--- src/spf_pkg.sv ---
// Constants, field layouts and carrier types for the strap and pin block.
// Assumes a single 250 MHz clock and the plain register port of spf_top.
//
// What this block does
// - Catch the address strap level as power-on reset releases; selects subaddress.
// - After power-on reset, drive the strap pin as transmit power sense.
// - A control bit makes power sense show active port TMDS clock present.
// - Interrupt pin is open drain: pulls low when asserted, else released.
// - Host reaches all configuration and status through the configuration serial slave; spf_top has the address-and-strobe register port instead.
// - Low on the external reset input resets; system holds it high otherwise.
// - Receiver hot-plug pin is detect output normally, control bus in mobile mode.
// - Both cable-detect/GPIO pads leave reset as inputs; software changes direction.
// - Downstream hot-plug state is sensed on a dedicated transmitter input.
// - One supply-presence input per receiver port shows source 5 V power.
// - Device is bus master on the transmitter display data channel.
package spf_pkg;

    // ***
    // Sizes
    // ***
    localparam int NUM_RX   = 3;
    localparam int NUM_GPIO = 2;
    localparam int ADDR_W   = 8;
    localparam int DATA_W   = 32;
    localparam int SYNC_W   = 2 * NUM_RX + NUM_GPIO + 4;

    // ***
    // Register byte offsets
    // ***
    localparam logic [ADDR_W-1:0] REG_STATUS = 8'h00;
    localparam logic [ADDR_W-1:0] REG_CTRL   = 8'h04;
    localparam logic [ADDR_W-1:0] REG_HPD    = 8'h08;
    localparam logic [ADDR_W-1:0] REG_GPIO   = 8'h0c;
    localparam logic [ADDR_W-1:0] REG_DDC    = 8'h10;

    // ***
    // Field positions
    // ***
    localparam int ST_STRAP   = 0;
    localparam int ST_PORDONE = 1;
    localparam int ST_TXHPD   = 2;
    localparam int ST_SUPPLY  = 3;
    localparam int ST_CBUSIN  = 6;
    localparam int ST_GPIOIN  = 9;
    localparam int ST_INT     = 11;
    localparam int CT_PWRSEL  = 0;
    localparam int CT_PORT    = 1;
    localparam int CT_PWRLVL  = 3;
    localparam int HP_OUT     = 0;
    localparam int HP_MOBILE  = 3;
    localparam int HP_CBUSOUT = 6;
    localparam int HP_CBUSOE  = 9;
    localparam int GP_DIR     = 0;
    localparam int GP_OUT     = 2;
    localparam int DD_DATA    = 0;
    localparam int DD_OP      = 8;
    localparam int DD_READ    = 10;
    localparam int DD_ACK     = 11;
    localparam int DD_BUSY    = 8;
    localparam int DD_ACKIN   = 9;

    // ***
    // Reset values and timing
    // ***
    localparam logic [1:0]  CTRL_PORT_RST   = 2'h0;
    localparam logic [NUM_GPIO-1:0] GPIO_DIR_RST = 2'h0;
    localparam logic [1:0]  STRAP_SETTLE    = 2'h3;
    localparam int CLK_FREQ_KHZ = 250000;
    localparam int DDC_RATE_KHZ = 100;
    localparam int DDC_QTR_CYC  = CLK_FREQ_KHZ / (4 * DDC_RATE_KHZ);

    // ***
    // Carrier types
    // ***
    typedef enum logic [1:0] {
        DDC_NOP   = 2'b00,
        DDC_START = 2'b01,
        DDC_STOP  = 2'b10,
        DDC_XFER  = 2'b11
    } spf_ddc_op_t;

    typedef struct packed {
        logic        valid;
        spf_ddc_op_t op;
        logic        isRead;
        logic        ackOut;
        logic [7:0]  data;
    } spf_ddc_req_t;

    typedef struct packed {
        logic       busy;
        logic       ackIn;
        logic [7:0] rxData;
    } spf_ddc_rsp_t;

endpackage

--- src/spf_sync.sv ---
// Two-flop synchroniser for a bundle of pin inputs.
// Assumes every bit is an independent level from outside the clock domain.
`timescale 1ns/10ps
module spf_sync #(
    parameter int W = 1
) (
    input  wire logic         clk,
    input  wire logic         rst_b,
    input  wire logic [W-1:0] asyncIn,
    output logic      [W-1:0] syncOut
);

    logic [W-1:0] meta_ff;
    logic [W-1:0] sync_ff;

    // ***
    // Two stages
    // ***
    always_ff @(posedge clk or negedge rst_b) begin
        if (!rst_b) begin
            meta_ff <= '0;
            sync_ff <= '0;
        end else begin
            meta_ff <= asyncIn;
            sync_ff <= meta_ff;
        end
    end

    assign syncOut = sync_ff;

endmodule

--- src/spf_ddc_master.sv ---
// Byte-level display data channel master: start, stop, 9-bit transfer.
// Assumes synchronised pin levels in; open-drain enables out.
`timescale 1ns/10ps
module spf_ddc_master
    import spf_pkg::*;
#(
    parameter int QTR_CYC = DDC_QTR_CYC
) (
    input  wire logic         clk,
    input  wire logic         rst_b,
    input  wire spf_ddc_req_t req,
    output spf_ddc_rsp_t      rsp,
    input  wire logic         sdaIn,
    output logic              sclOe,
    output logic              sdaOe
);

    typedef enum logic [1:0] {
        S_IDLE  = 2'b00,
        S_START = 2'b01,
        S_STOP  = 2'b10,
        S_XFER  = 2'b11
    } spf_ddc_st_t;

    spf_ddc_st_t st_ff, nxt_st;
    logic [15:0] div_ff, nxt_div;
    logic [1:0]  qtr_ff, nxt_qtr;
    logic [3:0]  bit_ff, nxt_bit;
    logic [8:0]  sh_ff, nxt_sh;
    logic        scl_ff, nxt_scl;
    logic        sda_ff, nxt_sda;
    logic        tick;

    assign tick = (div_ff == 16'(QTR_CYC - 1));

    // ***
    // Sequencer
    // ***
    always_comb begin
        nxt_st  = st_ff;
        nxt_div = tick ? 16'h0000 : div_ff + 16'h0001;
        nxt_qtr = qtr_ff;
        nxt_bit = bit_ff;
        nxt_sh  = sh_ff;
        nxt_scl = scl_ff;
        nxt_sda = sda_ff;
        unique case (st_ff)
            S_IDLE: begin
                nxt_div = 16'h0000;
                nxt_qtr = 2'h0;
                if (req.valid && req.op == DDC_START) begin
                    nxt_st = S_START;
                end else if (req.valid && req.op == DDC_STOP) begin
                    nxt_st = S_STOP;
                end else if (req.valid && req.op == DDC_XFER) begin
                    nxt_st  = S_XFER;
                    nxt_bit = 4'h0;
                    nxt_sh  = req.isRead ? {8'hff, req.ackOut}
                                         : {req.data, 1'b1};
                end
            end
            S_START: if (tick) begin
                nxt_qtr = qtr_ff + 2'h1;
                unique case (qtr_ff)
                    2'h0: begin nxt_sda = 1'b1; nxt_scl = 1'b1; end
                    2'h1: nxt_sda = 1'b0;
                    2'h2: nxt_scl = 1'b0;
                    2'h3: nxt_st  = S_IDLE;
                endcase
            end
            S_STOP: if (tick) begin
                nxt_qtr = qtr_ff + 2'h1;
                unique case (qtr_ff)
                    2'h0: begin nxt_sda = 1'b0; nxt_scl = 1'b0; end
                    2'h1: nxt_scl = 1'b1;
                    2'h2: nxt_sda = 1'b1;
                    2'h3: nxt_st  = S_IDLE;
                endcase
            end
            S_XFER: if (tick) begin
                nxt_qtr = qtr_ff + 2'h1;
                unique case (qtr_ff)
                    2'h0: begin nxt_scl = 1'b0; nxt_sda = sh_ff[8]; end
                    2'h1: nxt_scl = 1'b1;
                    2'h2: nxt_sh  = {sh_ff[7:0], sdaIn};
                    2'h3: begin
                        nxt_scl = 1'b0;
                        nxt_bit = bit_ff + 4'h1;
                        if (bit_ff == 4'h8) begin
                            nxt_st = S_IDLE;
                        end
                    end
                endcase
            end
        endcase
    end

    always_ff @(posedge clk or negedge rst_b) begin
        if (!rst_b) begin
            st_ff  <= S_IDLE;
            div_ff <= 16'h0000;
            qtr_ff <= 2'h0;
            bit_ff <= 4'h0;
            sh_ff  <= 9'h1ff;
            scl_ff <= 1'b1;
            sda_ff <= 1'b1;
        end else begin
            st_ff  <= nxt_st;
            div_ff <= nxt_div;
            qtr_ff <= nxt_qtr;
            bit_ff <= nxt_bit;
            sh_ff  <= nxt_sh;
            scl_ff <= nxt_scl;
            sda_ff <= nxt_sda;
        end
    end

    // Open drain: enable only while pulling low
    assign sclOe      = ~scl_ff;
    assign sdaOe      = ~sda_ff;
    assign rsp.busy   = (st_ff != S_IDLE);
    assign rsp.rxData = sh_ff[8:1];
    assign rsp.ackIn  = sh_ff[0];

endmodule

--- src/spf_top.sv ---
// Strap capture, pin function control and register port of the block.
// Assumes pins arrive asynchronous; core signals share clk.
//
// The implementer's own choices: the address-and-strobe port and the address map.
`timescale 1ns/10ps
module spf_top
    import spf_pkg::*;
#(
    parameter int DDC_QTR = DDC_QTR_CYC
) (
    input  wire logic                clk,
    input  wire logic                rst_b,
    input  wire logic [ADDR_W-1:0]   regAddr,
    input  wire logic [DATA_W-1:0]   regWrData,
    input  wire logic                regWr,
    input  wire logic                regRd,
    output logic      [DATA_W-1:0]   regRdData,
    output logic                     cfgSubaddrSel,
    input  wire logic                addrStrapTxpowerPinIn,
    output logic                     addrStrapTxpowerPinOut,
    output logic                     addrStrapTxpowerPinOe,
    input  wire logic [NUM_RX-1:0]   rxTmdsClkDet,
    input  wire logic                intReq,
    output logic                     intPinOut,
    output logic                     intPinOe,
    input  wire logic [NUM_RX-1:0]   rxSupplyDetect,
    input  wire logic [NUM_RX-1:0]   rxHotplugCtrlbusPinIn,
    output logic      [NUM_RX-1:0]   rxHotplugCtrlbusPinOut,
    output logic      [NUM_RX-1:0]   rxHotplugCtrlbusPinOe,
    input  wire logic                txHotplugSense,
    input  wire logic [NUM_GPIO-1:0] cableDetectGpioIn,
    output logic      [NUM_GPIO-1:0] cableDetectGpioOut,
    output logic      [NUM_GPIO-1:0] cableDetectGpioOe,
    input  wire logic                txDdcClockIn,
    output logic                     txDdcClockOut,
    output logic                     txDdcClockOe,
    input  wire logic                txDdcDataIn,
    output logic                     txDdcDataOut,
    output logic                     txDdcDataOe
);

    // ***
    // Pin synchronisers
    // ***
    logic [SYNC_W-1:0]   syncIn;
    logic                strapS;
    logic [NUM_RX-1:0]   supplyS;
    logic [NUM_RX-1:0]   cbusS;
    logic                txHpdS;
    logic [NUM_GPIO-1:0] gpioS;
    logic                ddcDataS;
    logic                ddcClkS;

    spf_sync #(
        .W (SYNC_W)
    ) u_sync (
        .clk     (clk),
        .rst_b   (rst_b),
        .asyncIn ({addrStrapTxpowerPinIn, rxSupplyDetect,
                   rxHotplugCtrlbusPinIn, txHotplugSense,
                   cableDetectGpioIn, txDdcDataIn, txDdcClockIn}),
        .syncOut (syncIn)
    );

    assign {strapS, supplyS, cbusS, txHpdS, gpioS, ddcDataS, ddcClkS}
        = syncIn;

    // ***
    // Strap capture after reset release
    // ***
    logic [1:0] porCnt_ff, nxt_porCnt;
    logic       porDone_ff, nxt_porDone;
    logic       strap_ff, nxt_strap;

    always_comb begin
        nxt_porCnt  = porCnt_ff;
        nxt_porDone = porDone_ff;
        nxt_strap   = strap_ff;
        if (!porDone_ff) begin
            nxt_porCnt = porCnt_ff + 2'h1;
            if (porCnt_ff == STRAP_SETTLE) begin
                nxt_strap   = strapS;
                nxt_porDone = 1'b1;
            end
        end
    end

    // Latched once per reset, never re-sampled
    always_ff @(posedge clk or negedge rst_b) begin
        if (!rst_b) begin
            porCnt_ff  <= 2'h0;
            porDone_ff <= 1'b0;
            strap_ff   <= 1'b0;
        end else begin
            porCnt_ff  <= nxt_porCnt;
            porDone_ff <= nxt_porDone;
            strap_ff   <= nxt_strap;
        end
    end

    // ***
    // Control registers
    // ***
    logic                pwrSel_ff, nxt_pwrSel;
    logic                pwrLvl_ff, nxt_pwrLvl;
    logic [1:0]          port_ff, nxt_port;
    logic [NUM_RX-1:0]   hpdOut_ff, nxt_hpdOut;
    logic [NUM_RX-1:0]   mobile_ff, nxt_mobile;
    logic [NUM_RX-1:0]   cbusOut_ff, nxt_cbusOut;
    logic [NUM_RX-1:0]   cbusOe_ff, nxt_cbusOe;
    logic [NUM_GPIO-1:0] gpioDir_ff, nxt_gpioDir;
    logic [NUM_GPIO-1:0] gpioOut_ff, nxt_gpioOut;
    spf_ddc_req_t        ddcReq;
    spf_ddc_rsp_t        ddcRsp;

    always_comb begin
        nxt_pwrSel  = pwrSel_ff;
        nxt_pwrLvl  = pwrLvl_ff;
        nxt_port    = port_ff;
        nxt_hpdOut  = hpdOut_ff;
        nxt_mobile  = mobile_ff;
        nxt_cbusOut = cbusOut_ff;
        nxt_cbusOe  = cbusOe_ff;
        nxt_gpioDir = gpioDir_ff;
        nxt_gpioOut = gpioOut_ff;
        if (regWr) begin
            unique case (regAddr)
                REG_CTRL: begin
                    nxt_pwrSel = regWrData[CT_PWRSEL];
                    nxt_pwrLvl = regWrData[CT_PWRLVL];
                    nxt_port   = regWrData[CT_PORT +: 2];
                end
                REG_HPD: begin
                    nxt_hpdOut  = regWrData[HP_OUT +: NUM_RX];
                    nxt_mobile  = regWrData[HP_MOBILE +: NUM_RX];
                    nxt_cbusOut = regWrData[HP_CBUSOUT +: NUM_RX];
                    nxt_cbusOe  = regWrData[HP_CBUSOE +: NUM_RX];
                end
                REG_GPIO: begin
                    nxt_gpioDir = regWrData[GP_DIR +: NUM_GPIO];
                    nxt_gpioOut = regWrData[GP_OUT +: NUM_GPIO];
                end
                default: begin
                    nxt_pwrSel = pwrSel_ff;
                end
            endcase
        end
    end

    always_ff @(posedge clk or negedge rst_b) begin
        if (!rst_b) begin
            pwrSel_ff  <= 1'b0;
            pwrLvl_ff  <= 1'b0;
            port_ff    <= CTRL_PORT_RST;
            hpdOut_ff  <= '0;
            mobile_ff  <= '0;
            cbusOut_ff <= '0;
            cbusOe_ff  <= '0;
            gpioDir_ff <= GPIO_DIR_RST;
            gpioOut_ff <= '0;
        end else begin
            pwrSel_ff  <= nxt_pwrSel;
            pwrLvl_ff  <= nxt_pwrLvl;
            port_ff    <= nxt_port;
            hpdOut_ff  <= nxt_hpdOut;
            mobile_ff  <= nxt_mobile;
            cbusOut_ff <= nxt_cbusOut;
            cbusOe_ff  <= nxt_cbusOe;
            gpioDir_ff <= nxt_gpioDir;
            gpioOut_ff <= nxt_gpioOut;
        end
    end

    // ***
    // Display data channel master
    // ***
    always_comb begin
        ddcReq.valid  = regWr && (regAddr == REG_DDC) && !ddcRsp.busy;
        ddcReq.op     = spf_ddc_op_t'(regWrData[DD_OP +: 2]);
        ddcReq.isRead = regWrData[DD_READ];
        ddcReq.ackOut = regWrData[DD_ACK];
        ddcReq.data   = regWrData[DD_DATA +: 8];
    end

    spf_ddc_master #(
        .QTR_CYC (DDC_QTR)
    ) u_ddc (
        .clk   (clk),
        .rst_b (rst_b),
        .req   (ddcReq),
        .rsp   (ddcRsp),
        .sdaIn (ddcDataS),
        .sclOe (txDdcClockOe),
        .sdaOe (txDdcDataOe)
    );

    assign txDdcClockOut = 1'b0;
    assign txDdcDataOut  = 1'b0;

    // ***
    // Pin drivers
    // ***
    logic                pwrPin_ff, nxt_pwrPin;
    logic                pwrOe_ff, nxt_pwrOe;
    logic                intOe_ff, nxt_intOe;
    logic [NUM_RX-1:0]   rxOut_ff, nxt_rxOut;
    logic [NUM_RX-1:0]   rxOe_ff, nxt_rxOe;
    logic [NUM_GPIO-1:0] gpOe_ff, nxt_gpOe;

    always_comb begin
        nxt_pwrPin = pwrSel_ff ? rxTmdsClkDet[port_ff] : pwrLvl_ff;
        nxt_pwrOe  = porDone_ff;
        nxt_intOe  = intReq;
        for (int i = 0; i < NUM_RX; i++) begin
            nxt_rxOut[i] = mobile_ff[i] ? cbusOut_ff[i] : hpdOut_ff[i];
            nxt_rxOe[i]  = mobile_ff[i] ? cbusOe_ff[i] : 1'b1;
        end
        nxt_gpOe = gpioDir_ff & ~gpioOut_ff;
    end

    always_ff @(posedge clk or negedge rst_b) begin
        if (!rst_b) begin
            pwrPin_ff <= 1'b0;
            pwrOe_ff  <= 1'b0;
            intOe_ff  <= 1'b0;
            rxOut_ff  <= '0;
            rxOe_ff   <= '0;
            gpOe_ff   <= '0;
        end else begin
            pwrPin_ff <= nxt_pwrPin;
            pwrOe_ff  <= nxt_pwrOe;
            intOe_ff  <= nxt_intOe;
            rxOut_ff  <= nxt_rxOut;
            rxOe_ff   <= nxt_rxOe;
            gpOe_ff   <= nxt_gpOe;
        end
    end

    assign addrStrapTxpowerPinOut = pwrPin_ff;
    assign addrStrapTxpowerPinOe  = pwrOe_ff;
    assign cfgSubaddrSel          = strap_ff;
    assign intPinOut              = 1'b0;
    assign intPinOe               = intOe_ff;
    assign rxHotplugCtrlbusPinOut = rxOut_ff;
    assign rxHotplugCtrlbusPinOe  = rxOe_ff;
    assign cableDetectGpioOut     = '0;
    assign cableDetectGpioOe      = gpOe_ff;

    // ***
    // Read port
    // ***
    logic [DATA_W-1:0] rd_ff, nxt_rd;

    always_comb begin
        nxt_rd = '0;
        if (regRd) begin
            unique case (regAddr)
                REG_STATUS: begin
                    nxt_rd[ST_STRAP]              = strap_ff;
                    nxt_rd[ST_PORDONE]            = porDone_ff;
                    nxt_rd[ST_TXHPD]              = txHpdS;
                    nxt_rd[ST_SUPPLY +: NUM_RX]   = supplyS;
                    nxt_rd[ST_CBUSIN +: NUM_RX]   = cbusS;
                    nxt_rd[ST_GPIOIN +: NUM_GPIO] = gpioS;
                    nxt_rd[ST_INT]                = intOe_ff;
                end
                REG_CTRL: begin
                    nxt_rd[CT_PWRSEL]   = pwrSel_ff;
                    nxt_rd[CT_PORT +: 2] = port_ff;
                    nxt_rd[CT_PWRLVL]   = pwrLvl_ff;
                end
                REG_HPD: begin
                    nxt_rd[HP_OUT +: NUM_RX]     = hpdOut_ff;
                    nxt_rd[HP_MOBILE +: NUM_RX]  = mobile_ff;
                    nxt_rd[HP_CBUSOUT +: NUM_RX] = cbusOut_ff;
                    nxt_rd[HP_CBUSOE +: NUM_RX]  = cbusOe_ff;
                end
                REG_GPIO: begin
                    nxt_rd[GP_DIR +: NUM_GPIO] = gpioDir_ff;
                    nxt_rd[GP_OUT +: NUM_GPIO] = gpioOut_ff;
                end
                REG_DDC: begin
                    nxt_rd[DD_DATA +: 8] = ddcRsp.rxData;
                    nxt_rd[DD_BUSY]      = ddcRsp.busy;
                    nxt_rd[DD_ACKIN]     = ddcRsp.ackIn;
                end
                default: begin
                    nxt_rd = '0;
                end
            endcase
        end
    end

    always_ff @(posedge clk or negedge rst_b) begin
        if (!rst_b) begin
            rd_ff <= '0;
        end else begin
            rd_ff <= nxt_rd;
        end
    end

    assign regRdData = rd_ff;

endmodule

--- config.mk ---
export PLATFORM = sky130hd
export DESIGN_NAME = spf_top
export DESIGN_NICKNAME = d
export VERILOG_FILES = /design/src/spf_pkg.sv /design/src/spf_sync.sv /design/src/spf_ddc_master.sv /design/src/spf_top.sv
export SDC_FILE = /design/constraint.sdc
export NUM_CORES = 1
export LEC_CHECK = 0
export CAP_MARGIN = 20
export CORE_ASPECT_RATIO = 0.5
export CORE_MARGIN = 2
export CORE_UTILIZATION = 60
export CTS_CLUSTER_DIAMETER = 40
export DETAILED_ROUTE_END_ITERATION = 8
export DONT_BUFFER_PORTS = 1
export PLACE_DENSITY_LB_ADDON = 0.2
export SYNTH_ARGS = -nofsm -noshare
export SYNTH_HDL_FRONTEND = slang
export SYNTH_SLANG_ARGS = --single-unit
--- constraint.sdc ---
create_clock -name clk -period 3.1 [get_ports clk]
set_input_delay 0.465 -clock clk [delete_from_list [all_inputs] [get_ports clk]]
set_output_delay 0.465 -clock clk [all_outputs]
set_load 0.01 [all_outputs]
==> metrics.md <==
| Metric | Value |
|---|---|
| Largest net degree at the start of global routing | `105` |
| CORE AREA | `7910 sq um` |
| Clock insertion delay at the later pin of the skew report | `about 340 ps` |
| CP startpoint | `u_ddc.div_ff[10]` |
| Pre-antenna DRT Iters | `4` |
| Share of layout cells above drive strength 1 | `13.2%` |
| Avg Synthesized Cell Area | `11.5 sq um` |
| Crit. End Element | `flip-flop` |
| Root buf cell | `clkbuf_16` |
| Clock tree sinks | `between 100 and 150` |
| Ant. Diodes | `0` |
| Storage cell area | `2620 sq um` |
| Final-report setup violation count | `0` |
| Peak supply drop | `0.398 mV` |
| P&R area growth vs syn | `7.21%` |
| Max-cap violations | `0` |
| Number of H-tree levels | `3` |
| Yosys top cell area share | `48.0%` |
| M3 GR Usage | `5.94%` |
| Area contributors post-synth | `dfrtp_1, dfstp_2, mux2_1` |
| Met2 usage | `38.2%` |
| Worst-margin pin slew | `652 ps` |
| Post-synth top area cell | `dfrtp_1` |
| FF-to-FF Start | `u_ddc.div_ff[10]` |
| Starting Density | `61.2%` |
| DP Cell Count | `about 530` |
| Non-filler cells, final | `543` |
| WL/cell | `16.9 um` |
| CTS tree | `done` |
| Antenna Nets Post-Route | `0` |
| Routability cong. | `0.861` |
| Final setup TNS | `0 ps` |
| Rel. slew slack | `56.4%` |
| Pwr/cell area | `~700 nW/um^2` |
| Routed via count | `3040` |
| PortBufs | `0` |
| Clock Path Buffers | `2` |
| WL final | `9160 um` |
| FF-to-FF path depth | `6` |
| Worst path max stage delay | `570 ps` |
| Worst Skew | `7.56 ps` |
| Reg2reg setup slack | `700 ps` |
| Max Freq | `around 0.42 GHz` |
| Synth Warn # | `0` |
| Fillers | `608` |
| Worst Path Required | `3370 ps` |
| Global-route wire length before repair | `roughly 15000 um` |
| Ports | `~110` |
| Worst path slowest cell | `or4_4` |
| Final Cycle Share | `77.4%` |
| CTS buffer count | `9` |
| Row count | `23` |
| Final Hold Viols | `0` |
| Die area | `8850 sq um` |
| Crit-path max FO | `9` |
| Crit path launch type | `flip-flop` |
| Vias in the first global route | `between 2000 and 3000` |
| Iter 0 DRT Violations | `between 150 and 200` |
| Crit path DAT | `2670 ps` |
| Post-layout min period | `2400 ps` |
| GRT busiest layer | `met2` |
| DP HPWL | `6460 um` |
| Clock slew at reported path FFs | `70 ps` |
| Synth Instances | `421` |
| Leakage | `2.38 nW` |
| Hold crit path type | `in -> async` |
| Area occupied by multi-input gates | `2010 sq um` |
| FF+latch count, synth | `104` |
| DRC violations left | `0` |
| Register area share after synthesis | `54.0%` |
| Grt met1 use | `28.4%` |
| Die height | `67.5 um` |
| Final nets | `around 500` |
| Crit path kind | `reg -> reg` |
| Final Slew Violations | `0` |
| Total gr overflow | `0` |
| Initial antenna violation count | `0` |
| Unrepaired setup endpoints after global routing | `false` |
| Synth cell types | `48` |
| Die width | `131 um` |
| Status | `completed` |
| Gr usage total | `between 20 and 25%` |
| R2R Path End | `u_ddc.sh_ff[5]` |
| Via/cell ratio | `between 5 and 6` |
| CP cell instances | `or4_4 > nor4_4 > buf_4 > a21oi_1 > or2_1 > mux2_4` |
| Mapped Area | `4840 sq um` |
-- metrics by stage --
step           area (sq um)  util, %  total power [mW]  worst slack [ps]  hold WS (ps)
6_report               5190     65.6              3.57               701          42.1
5_1_grt                5190     65.6              3.78               599          81.2
2_1_floorplan          4930        -              2.37               803           169
3_3_place_gp           4890     61.8              2.45               728           172
4_1_cts                5190     65.6              3.60               687          76.2
3_5_place_dp           4890     61.8              2.52               702           171
-- cells by family (layout without fill, tap and decap cells) --
group	after synthesis	after routing	share of synthesized area, %
simple gates	134	134	14.5
flops	104	104	54.0
other cells	1	25	0.0774
xor+xnor	16	16	2.89
fa+ha+maj	15	15	3.87
compound gates	44	44	6.04
buf+inv	57	43	6.56
mux	50	50	12.0
-- worst max path at each step --
stage | endpoint | slack, ps | depth (start not counted)
floorplan | u_ddc.sh_ff[0] | 800 | 6
global placement | u_ddc.sh_ff[4] | 730 | 6
detailed placement | u_ddc.sh_ff[6] | 700 | 6
CTS | u_ddc.sh_ff[5] | 690 | 6
global route | u_ddc.sh_ff[3] | 600 | 6
finish | u_ddc.sh_ff[5] | 700 | 6
-- worst max-delay path: cells and delay by family (launching register included) --
kind                   cells  cell delay (ps)
multiplexers               1              380
AO/OA/AOI/OAI              1               80
flip-flops                 1              420
buffers and inverters      1              200
AND/OR/NAND/NOR            3             1250
-- flip-flops by register name (all words and copies together), names as in the netlist, 2 cells and up --
register	count
u_sync.syncOut	11
rxHotplugCtrlbusPinOe	3
cableDetectGpioOe	2
port_ff	2
cbusOut_ff	3
u_ddc.bit_ff	4
u_ddc.sh_ff	9
mobile_ff	3
u_ddc.st_ff	2
rxHotplugCtrlbusPinOut	3
gpioDir_ff	2
regRdData	12
u_sync.meta_ff	11
cbusOe_ff	3
u_ddc.qtr_ff	2
u_ddc.div_ff	16
hpdOut_ff	3
gpioOut_ff	2
porCnt_ff	2
-- cells in the final DEF, fill, tap and decap left out, types with 4 or more instances in the layout --
cell type | Yosys | routed
o21ai_0 | 11 | 11
nand3_1 | 17 | 17
mux2_1 | 22 | 22
nor2_1 | 42 | 42
clkbuf_16 | 0 | 9
xnor2_1 | 8 | 8
mux2i_1 | 11 | 11
mux2_2 | 8 | 8
inv_1 | 19 | 19
nand2_1 | 19 | 19
dfstp_2 | 11 | 11
nor3_1 | 8 | 8
a21oi_1 | 7 | 7
conb_1 | 1 | 25
xor2_1 | 8 | 8
mux2_4 | 9 | 9
a22oi_1 | 13 | 13
nand2b_1 | 4 | 4
dfrtp_1 | 93 | 93
nor2b_1 | 17 | 17
ha_1 | 15 | 15
buf_4 | 25 | 7
-- where the power goes --
part	switching, mW	leakage (nW)	internal (mW)
registers	0.148	1.31	1.56
clock network	0.496	0.132	0.554
logic	0.444	0.934	0.369
-- Yosys cell counts, drive strengths merged --
| cell | count |
|---|---|
| nand3 | 17 |
| nand4bb | 2 |
| dfstp | 11 |
| and4 | 1 |
| buf | 30 |
| nor3b | 1 |
| or4 | 5 |
| a22oi | 13 |
| xnor2 | 8 |
| nand4 | 3 |
| nor3 | 8 |
| and3 | 2 |
| a2bb2oi | 2 |
| dfrtp | 93 |
| nor4 | 3 |
| a21oi | 7 |
| nor2 | 42 |
| nor2b | 17 |
| o41ai | 1 |
| or3 | 1 |
| and2 | 1 |
| ha | 15 |
| nand3b | 1 |
| mux2i | 11 |
| a31oi | 2 |
| clkbuf | 8 |
| mux2 | 39 |
| nand4b | 2 |
| a2111oi | 1 |
| nand2b | 4 |
| a221oi | 3 |
| inv | 19 |
| xor2 | 8 |
| a221o | 1 |
| or2 | 4 |
| o21ai | 14 |
| nand2 | 20 |
| conb | 1 |
-- area by class of cell --
type / count / area share, %
inverter: 19 / 1.37
clock inverter: 5 / 0.891
sequential: 104 / 50.4
tap: 112 / 2.70
clock buffer: 11 / 4.48
multi-input combinational: 284 / 38.6
timing repair buffer: 8 / 1.54
-- layer usage --
metal	routed length [um]	up-vias	part of all wire [%]
li1	-	1406	-
met1	3950	1522	43
met2	4500	101	49
met3	612	11	6.7
met4	97	0	1.1
met5	0	-	0
-- repair_timing --
item                      4_1_cts  5_1_grt
setup buffers                   0        0
hold endpoints to repair      104        0
gates resized for setup         0        0
hold buffers                    1        0
Note: power is estimated with default switching activity, not from simulation.
